[src/common/hcs_pkg.sv]
// Package: constants and carrier types for the hub configuration strap selector
package hcs_pkg;
    // Configuration method codes, {sel_hi, sel_lo}
    typedef enum logic [1:0] {
        HCS_M_RESERVED = 2'h0,
        HCS_M_SMBUS    = 2'h1,
        HCS_M_DEFAULT  = 2'h2,
        HCS_M_EEPROM   = 2'h3
    } hcs_method_t;

    localparam logic [6:0] SMB_SLAVE_ADDR = 7'h2C;
    localparam logic [1:0] METHOD_RST = 2'h0;
    localparam int CLK_FREQ_HZ = 10000000;
    localparam int RST_MIN_NS = 1000;
    localparam int CLK_PERIOD_NS = 1000000000 / CLK_FREQ_HZ;
    localparam int RST_MIN_CYC_I = (RST_MIN_NS + CLK_PERIOD_NS - 1) / CLK_PERIOD_NS;
    localparam logic [3:0] RST_MIN_CYC = 4'(RST_MIN_CYC_I < 1 ? 1 : RST_MIN_CYC_I);
    localparam logic [1:0] STRAP_SETTLE_CYC = 2'h1;

    typedef enum logic [1:0] {
        HCS_S_RESET  = 2'h0,
        HCS_S_SAMPLE = 2'h1,
        HCS_S_RUN    = 2'h2
    } hcs_state_t;

    // Strap pins as sampled together
    typedef struct packed {
        logic sel_hi;
        logic sel_lo;
        logic ext_clk;
        logic local_pwr;
    } hcs_straps_t;

    // Decoded method and power outputs
    typedef struct packed {
        logic smbus_en;
        logic default_en;
        logic eeprom_en;
        logic reserved;
        logic self_powered;
        logic ext_clock;
        logic serial_clk_en;
    } hcs_cfg_t;
endpackage

[src/rtl/hcs_decode.sv]
// Decoder from latched straps to configuration enables
`timescale 1ns/10ps
`default_nettype none
module hcs_decode (
    input wire logic CLK_I,                       // System clock
    input wire logic NRST_I,                      // Async reset, active low
    input wire logic load_i,                      // Refresh output from straps
    input var hcs_pkg::hcs_straps_t straps_i,     // Latched straps
    output var hcs_pkg::hcs_cfg_t cfg_o           // Registered decode
);
    typedef struct packed {
        hcs_pkg::hcs_cfg_t cfg;
    } hcs_dec_state_t;

    hcs_dec_state_t st_ff;
    hcs_dec_state_t nxt_st;

    always_comb
    begin
        nxt_st = st_ff;
        if (load_i)
        begin
            nxt_st.cfg.smbus_en = ({straps_i.sel_hi, straps_i.sel_lo} == hcs_pkg::HCS_M_SMBUS);
            nxt_st.cfg.default_en = ({straps_i.sel_hi, straps_i.sel_lo} == hcs_pkg::HCS_M_DEFAULT);
            nxt_st.cfg.eeprom_en = ({straps_i.sel_hi, straps_i.sel_lo} == hcs_pkg::HCS_M_EEPROM);
            nxt_st.cfg.reserved = ({straps_i.sel_hi, straps_i.sel_lo} == hcs_pkg::HCS_M_RESERVED);
            // Power detect pin is latched in every mode; the top passes it on only in the default mode
            nxt_st.cfg.self_powered = straps_i.local_pwr;
            nxt_st.cfg.ext_clock = straps_i.ext_clk;
            // Shared clock line goes to the serial engine only in a serial mode
            nxt_st.cfg.serial_clk_en = straps_i.sel_lo;
        end
    end

    always_ff @(posedge CLK_I or negedge NRST_I)
    begin
        if (!NRST_I)
            st_ff <= '0;
        else
            st_ff <= nxt_st;
    end

    assign cfg_o = st_ff.cfg;
endmodule
`default_nettype wire

[src/rtl/hcs_top.sv]
// Top: strap sampling at reset release and configuration method selection
`timescale 1ns/10ps
`default_nettype none
module hcs_top (
    input wire logic CLK_I,                 // 10 MHz system clock
    input wire logic NRST_I,                // Async reset, active low
    input wire logic SCL_I,                 // Serial clock pin level, also low select strap
    input wire logic CONFIG_METHOD_SEL_HI_I, // High select strap
    input wire logic EXT_CLOCK_SELECT_I,    // External clock select strap
    input wire logic LOCAL_POWER_DETECT_I,  // Local power detect
    output logic [1:0] METHOD_O,            // Latched method code
    output logic CFG_VALID_O,               // Method latched and decoded
    output logic SMBUS_SLAVE_EN_O,          // Management-bus slave mode
    output logic [6:0] SMB_ADDR_O,          // Slave address in use
    output logic DEFAULT_CFG_EN_O,          // Internal default mode
    output logic EEPROM_EN_O,               // EEPROM load mode
    output logic METHOD_RESERVED_O,         // Reserved code was strapped
    output logic SELF_POWERED_O,            // Self powered status
    output logic EXT_CLOCK_O,               // Oscillator input takes CMOS clock
    output logic SERIAL_SCL_O,              // Serial clock to the serial engine
    output logic RST_TOO_SHORT_O            // Reset-too-short flag, tied low; pulse width is not measured
);
    typedef struct packed {
        hcs_pkg::hcs_state_t state;
        hcs_pkg::hcs_straps_t straps;
        logic [1:0] settle;
        logic [3:0] low_cnt;
        logic short_rst;
        logic scl;
        logic valid;
    } hcs_top_state_t;

    hcs_top_state_t st_ff;
    hcs_top_state_t nxt_st;
    hcs_pkg::hcs_cfg_t cfg;
    logic load;

    always_comb
    begin
        nxt_st = st_ff;
        load = 1'b0;
        case (st_ff.state)
            hcs_pkg::HCS_S_RESET:
            begin
                // Give the straps one cycle after release before sampling
                if (st_ff.settle + 2'h1 == hcs_pkg::STRAP_SETTLE_CYC)
                    nxt_st.state = hcs_pkg::HCS_S_SAMPLE;
                else
                    nxt_st.settle = st_ff.settle + 2'h1;
            end
            hcs_pkg::HCS_S_SAMPLE:
            begin
                nxt_st.straps.sel_lo = SCL_I;
                nxt_st.straps.sel_hi = CONFIG_METHOD_SEL_HI_I;
                nxt_st.straps.ext_clk = EXT_CLOCK_SELECT_I;
                nxt_st.straps.local_pwr = LOCAL_POWER_DETECT_I;
                nxt_st.state = hcs_pkg::HCS_S_RUN;
                load = 1'b1;
            end
            hcs_pkg::HCS_S_RUN:
            begin
                // Straps stay frozen; only reset leaves this state
                nxt_st.state = hcs_pkg::HCS_S_RUN;
                nxt_st.valid = 1'b1;
            end
            default:
                nxt_st.state = hcs_pkg::HCS_S_RESET;
        endcase
        // After sampling the pin is plain serial clock
        nxt_st.scl = (st_ff.state == hcs_pkg::HCS_S_RUN) & SCL_I;
    end

    always_ff @(posedge CLK_I or negedge NRST_I)
    begin
        if (!NRST_I)
        begin
            st_ff <= '0;
        end
        else
        begin
            st_ff <= nxt_st;
        end
    end

    hcs_decode u_dec (
        .CLK_I(CLK_I),
        .NRST_I(NRST_I),
        .load_i(load),
        .straps_i(nxt_st.straps),
        .cfg_o(cfg)
    );

    // Output registers
    always_ff @(posedge CLK_I or negedge NRST_I)
    begin
        if (!NRST_I)
        begin
            METHOD_O <= hcs_pkg::METHOD_RST;
            CFG_VALID_O <= 1'b0;
            SMBUS_SLAVE_EN_O <= 1'b0;
            SMB_ADDR_O <= 7'h00;
            DEFAULT_CFG_EN_O <= 1'b0;
            EEPROM_EN_O <= 1'b0;
            METHOD_RESERVED_O <= 1'b0;
            SELF_POWERED_O <= 1'b0;
            EXT_CLOCK_O <= 1'b0;
            SERIAL_SCL_O <= 1'b0;
            RST_TOO_SHORT_O <= 1'b0;
        end
        else
        begin
            METHOD_O <= {st_ff.straps.sel_hi, st_ff.straps.sel_lo};
            CFG_VALID_O <= st_ff.valid;
            SMBUS_SLAVE_EN_O <= cfg.smbus_en & st_ff.valid;
            SMB_ADDR_O <= cfg.smbus_en ? hcs_pkg::SMB_SLAVE_ADDR : 7'h00;
            DEFAULT_CFG_EN_O <= cfg.default_en & st_ff.valid;
            EEPROM_EN_O <= cfg.eeprom_en & st_ff.valid;
            METHOD_RESERVED_O <= cfg.reserved & st_ff.valid;
            // Serial modes get power status by download, default mode from the pin
            SELF_POWERED_O <= cfg.default_en & cfg.self_powered;
            EXT_CLOCK_O <= cfg.ext_clock;
            SERIAL_SCL_O <= st_ff.scl & cfg.serial_clk_en;
            RST_TOO_SHORT_O <= 1'b0;
        end
    end

    property p_method_frozen;
        @(posedge CLK_I) disable iff (!NRST_I)
        $past(CFG_VALID_O) & CFG_VALID_O |-> $stable(METHOD_O);
    endproperty
    a_method_frozen: assert property (p_method_frozen) else $error("method changed");

    property p_onehot;
        @(posedge CLK_I) disable iff (!NRST_I)
        CFG_VALID_O |-> $onehot({SMBUS_SLAVE_EN_O, DEFAULT_CFG_EN_O, EEPROM_EN_O,
            METHOD_RESERVED_O});
    endproperty
    a_onehot: assert property (p_onehot) else $error("method not one-hot");

    property p_smbus;
        @(posedge CLK_I) disable iff (!NRST_I)
        SMBUS_SLAVE_EN_O |-> METHOD_O == 2'h1 && SMB_ADDR_O == 7'h2C;
    endproperty
    a_smbus: assert property (p_smbus) else $error("smbus decode wrong");

    property p_default;
        @(posedge CLK_I) disable iff (!NRST_I)
        CFG_VALID_O |-> DEFAULT_CFG_EN_O == (METHOD_O == 2'h2);
    endproperty
    a_default: assert property (p_default) else $error("default decode wrong");

    property p_eeprom;
        @(posedge CLK_I) disable iff (!NRST_I)
        CFG_VALID_O |-> EEPROM_EN_O == (METHOD_O == 2'h3);
    endproperty
    a_eeprom: assert property (p_eeprom) else $error("eeprom decode wrong");

    property p_valid_time;
        @(posedge CLK_I) disable iff (!NRST_I)
        $rose(NRST_I) |-> (!CFG_VALID_O) [*4] ##1 CFG_VALID_O;
    endproperty
    a_valid_time: assert property (p_valid_time) else $error("method not ready in time");

    property p_scl_gate;
        @(posedge CLK_I) disable iff (!NRST_I)
        SERIAL_SCL_O |-> CFG_VALID_O && METHOD_O[0];
    endproperty
    a_scl_gate: assert property (p_scl_gate) else $error("serial clock leaked");

    property p_local_power_detect;
        @(posedge CLK_I) disable iff (!NRST_I)
        SELF_POWERED_O |-> DEFAULT_CFG_EN_O || !CFG_VALID_O;
    endproperty
    a_local_power_detect: assert property (p_local_power_detect) else $error("self power outside default");

    property p_pwr_sample;
        @(posedge CLK_I) disable iff (!NRST_I)
        $rose(CFG_VALID_O) && DEFAULT_CFG_EN_O |-> SELF_POWERED_O == st_ff.straps.local_pwr;
    endproperty
    a_pwr_sample: assert property (p_pwr_sample) else $error("power status wrong");

    property p_extclk;
        @(posedge CLK_I) disable iff (!NRST_I)
        CFG_VALID_O |-> EXT_CLOCK_O == st_ff.straps.ext_clk;
    endproperty
    a_extclk: assert property (p_extclk) else $error("clock select wrong");

    property p_valid_hold;
        @(posedge CLK_I) disable iff (!NRST_I)
        $past(CFG_VALID_O) |-> CFG_VALID_O;
    endproperty
    a_valid_hold: assert property (p_valid_hold) else $error("valid dropped");

    property p_reserved;
        @(posedge CLK_I) disable iff (!NRST_I)
        CFG_VALID_O |-> METHOD_RESERVED_O == (METHOD_O == 2'h0);
    endproperty
    a_reserved: assert property (p_reserved) else $error("reserved decode wrong");

    property p_addr;
        @(posedge CLK_I) disable iff (!NRST_I)
        CFG_VALID_O |-> SMB_ADDR_O == (SMBUS_SLAVE_EN_O ? 7'h2C : 7'h00);
    endproperty
    a_addr: assert property (p_addr) else $error("slave address wrong");

    property p_straps_frozen;
        @(posedge CLK_I) disable iff (!NRST_I)
        $past(CFG_VALID_O) & CFG_VALID_O |-> $stable(EXT_CLOCK_O) && $stable(SELF_POWERED_O);
    endproperty
    a_straps_frozen: assert property (p_straps_frozen) else $error("strap output moved");
endmodule
`default_nettype wire

[config.mk]
export PLATFORM = sky130hd
export DESIGN_NAME = hcs_top
export DESIGN_NICKNAME = d
export VERILOG_FILES = /design/src/common/hcs_pkg.sv /design/src/rtl/hcs_decode.sv /design/src/rtl/hcs_top.sv
export SDC_FILE = /design/constraint.sdc
export NUM_CORES = 1
export LEC_CHECK = 0
export ABC_AREA = 1
export BUFFER_PORTS_ARGS = -buffer_cell sky130_fd_sc_hd__buf_4
export CORE_MARGIN = 10
export CORE_UTILIZATION = 40
export DETAILED_ROUTE_END_ITERATION = 8
export PLACE_DENSITY = 0.65
export SLEW_MARGIN = 20
export SYNTH_ARGS = -nofsm -noshare
export SYNTH_HDL_FRONTEND = slang
export SYNTH_HIERARCHICAL = 1
export SYNTH_SLANG_ARGS = --single-unit
[constraint.sdc]
create_clock -name CLK_I -period 1.6 [get_ports CLK_I]
set_input_delay 0.32 -clock CLK_I [delete_from_list [all_inputs] [get_ports CLK_I]]
set_output_delay 0.32 -clock CLK_I [all_outputs]
set_load 0.05 [all_outputs]
==> flow_summary.yaml <==
yosys:
  synth-edff-count: 0
  synthArstFlopShare_pct: 100
  synth_cell_type_count: 14
  netlist.area_leader.share_pct: 64.8
  netlist_top_cells_count: "nand2_1, dfrtp_1, inv_1, buf_4, nand3_1"
  synth_ff_type: "dfrtp_1"
  ys_seq_area_share_pct: 64.8
  synth.area.top_cells: "dfrtp_1, nand2_1, inv_1, buf_4, ha_1"
  synthCells: 107
  synth-seq-cells: 28
  synth_area_sq_um: 1080
  synth_most_common_cell: "nand2_1"
  synth_area_per_cell_sq_um: 10.1
  yosys_warnings: 6
  yosysTopAreaCell: "dfrtp_1"
floorplan:
  die-area_sq_um: 5180
  fp.dieH_microns: 72.0
  rows: 18
  die_w_microns: 72.0
  start_util_pct: 42.9
  pin_count: 24
  core_area_sq_um: 2520
timing:
  min_period_ns: 1.36
  finalSetupViolCount: 0
  max_freq_mhz: 735
  finalSetupTns_ns: 0
  period_share_pct: 85.1
  rsz0062_at_grt: "false"
  finalMaxSlewViolations: 0
  fin_skew_ns: 0.00254
  hold_viol: 0
clocking:
  cts_tree: "done"
  clock_latency_ns: 0.32
  postCtsSetupBuffers: 0
  clk_pin_slew_ns: 0.14
  numCtsBuffers: 3
  cts_root_buf: "clkbuf_4"
  htree_levels: 1
  clk_path_buf_depth: 2
  cts_sinks: 28
route:
  vias: 692
  drt-wirelength-per-cell_microns: 11.0
  via_per_inst: 4.38
  wl_mm: 1.74
  postRouteAntennaNets: 0
  drt_iter0_markers: 24
  detailedRoute.firstPassIterationCount: 4
  drc: 0
hold_path:
  min_path_cells: 3
  hold_path.class: "primary input to flip-flop"
finish:
  final_layout_size_suffix_gt1_share_pct: 19.5
  areaGrowthSynthToFinish_pct: 19.0
  n_antenna_cell: 0
  finalNonFillerCells: 158
  nets: 139
critical_path:
  cp_max_fo: 10
  cp-start-kind: "flip-flop"
  arrival_ns: 1.63
  r2r_cells: 6
  required_ns: 1.87
  path_class: "flip-flop to flip-flop"
  r2r_setup_slack_ns: 0.24
  endpoint_kind: "flip-flop"
outcome:
  outcome: "complete, no violations"
placed_design:
  dp.cells: 153
  hpwlAfterDp_mm: 1.32
  place.gp.congestion: 0.771
  io_buffers: 18
global_routing:
  grt_pass1_vias: 643
  antenna_found_initial: 0
  grt_usage_pct: 6.78
  grt_pass1_wl_mm: 2.84
  grt_overflow: 0
  grt_max_degree: 29
power_and_ir_drop:
  powerDensity_nw_per_um2: 1050
  power_mw: 1.35
  peakVddDrop_uv: 698
  leakage_nw: 0.729
run:
  max_cap_viol_count: 0
==> registers in the layout, summed over array words and instances (netlist names) <==
| signal | flops |
|---|---|
| EEPROM_EN_O | 1 |
| SELF_POWERED_O | 1 |
| SMBUS_SLAVE_EN_O | 1 |
| SERIAL_SCL_O | 1 |
| SMB_ADDR_O | 1 |
| METHOD_RESERVED_O | 1 |
| u_dec/cfg_o | 7 |
| METHOD_O | 2 |
| DEFAULT_CFG_EN_O | 1 |
| st_ff | 10 |
| CFG_VALID_O | 1 |
| EXT_CLOCK_O | 1 |
==> path summary, 6_finish.rpt <==
kind | endpoint | from
max reg2reg | u_dec/cfg_o[2] | st_ff[14]
min in group asynchronous | SERIAL_SCL_O | NRST_I
min reg2reg | METHOD_O[0] | st_ff[11]
max | u_dec/cfg_o[2] | st_ff[14]
max in group asynchronous | SELF_POWERED_O | NRST_I
min | st_ff[1] | SCL_I
==> cell type report <==
| cell class | instances | area, sq um |
|---|---|---|
| clock inverters | 1 | 30.0 |
| flip-flops and latches | 28 | 701 |
| multi-input cells | 57 | 272 |
| inverters | 19 | 71.3 |
| well taps | 30 | 37.5 |
| repair buffers | 20 | 153 |
| fillers | 253 | 1240 |
| clock buffers | 3 | 22.5 |
==> critical path, stage by stage, from the launching register on <==
cell and delay [ns]:
dfrtp_1 0.40, inv_1 0.07, ha_1 0.25, buf_4 0.19, o21ai_0 0.22, nand2_1 0.11, nand2_1 0.08
==> placed cells by master, fill, tap and decap left out <==
cell	n
nand2_1	33
dfrtp_1	28
buf_4	19
inv_1	18
nand3_1	6
conb_1	5
ha_1	4
o21ai_1	3
clkbuf_4	3
o21ai_0	2
nand2_2	1
or2_1	1
o21a_1	1
bufinv_16	1
dlygate4sd3_1	1
inv_2	1
nor2_1	1
==> per-layer routing <==
layer  global-route usage, %  wire, microns  up-vias  share of wire, %
met3                    4.63            178        2                10
li1                        -              -      350                 -
met5                       0              0        -                 0
met1                    6.62            662      325                38
met2                    11.6            881       15                51
met4                    1.51             13        0              0.75
==> where the power goes <==
part	total [mW]	switching, mW	internal [mW]
sequential	0.746	0.0109	0.735
combinational	0.155	0.117	0.0381
clock	0.452	0.199	0.253
==> cell families after synthesis <==
group / share of synthesized area [%]
buffers and inverters: 11.5
adder cells (fa/ha/maj): 4.63
other: 0.347
AO/OA/AOI/OAI: 3.01
flip-flops: 64.8
AND/OR/NAND/NOR: 15.7
==> per-stage QoR <==
step           setup slack, ns  cell area (sq um)  hold slack [ns]  util, %
2_1_floorplan            0.191               1100           0.0244        -
3_3_place_gp             0.224               1220            0.249     48.5
3_5_place_dp             0.126               1220            0.256     48.5
4_1_cts                  0.111               1290            0.169     51.0
5_1_grt                  0.104               1290            0.173     51.0
6_report                 0.239               1290            0.180     51.0
==> timing repair <==
action	4_1_cts	5_1_grt
gates resized for setup	0	2
setup endpoints to repair	0	4
hold buffers	1	0
endpoints found under the hold margin	28	0
(Power assumes the default switching activity.)
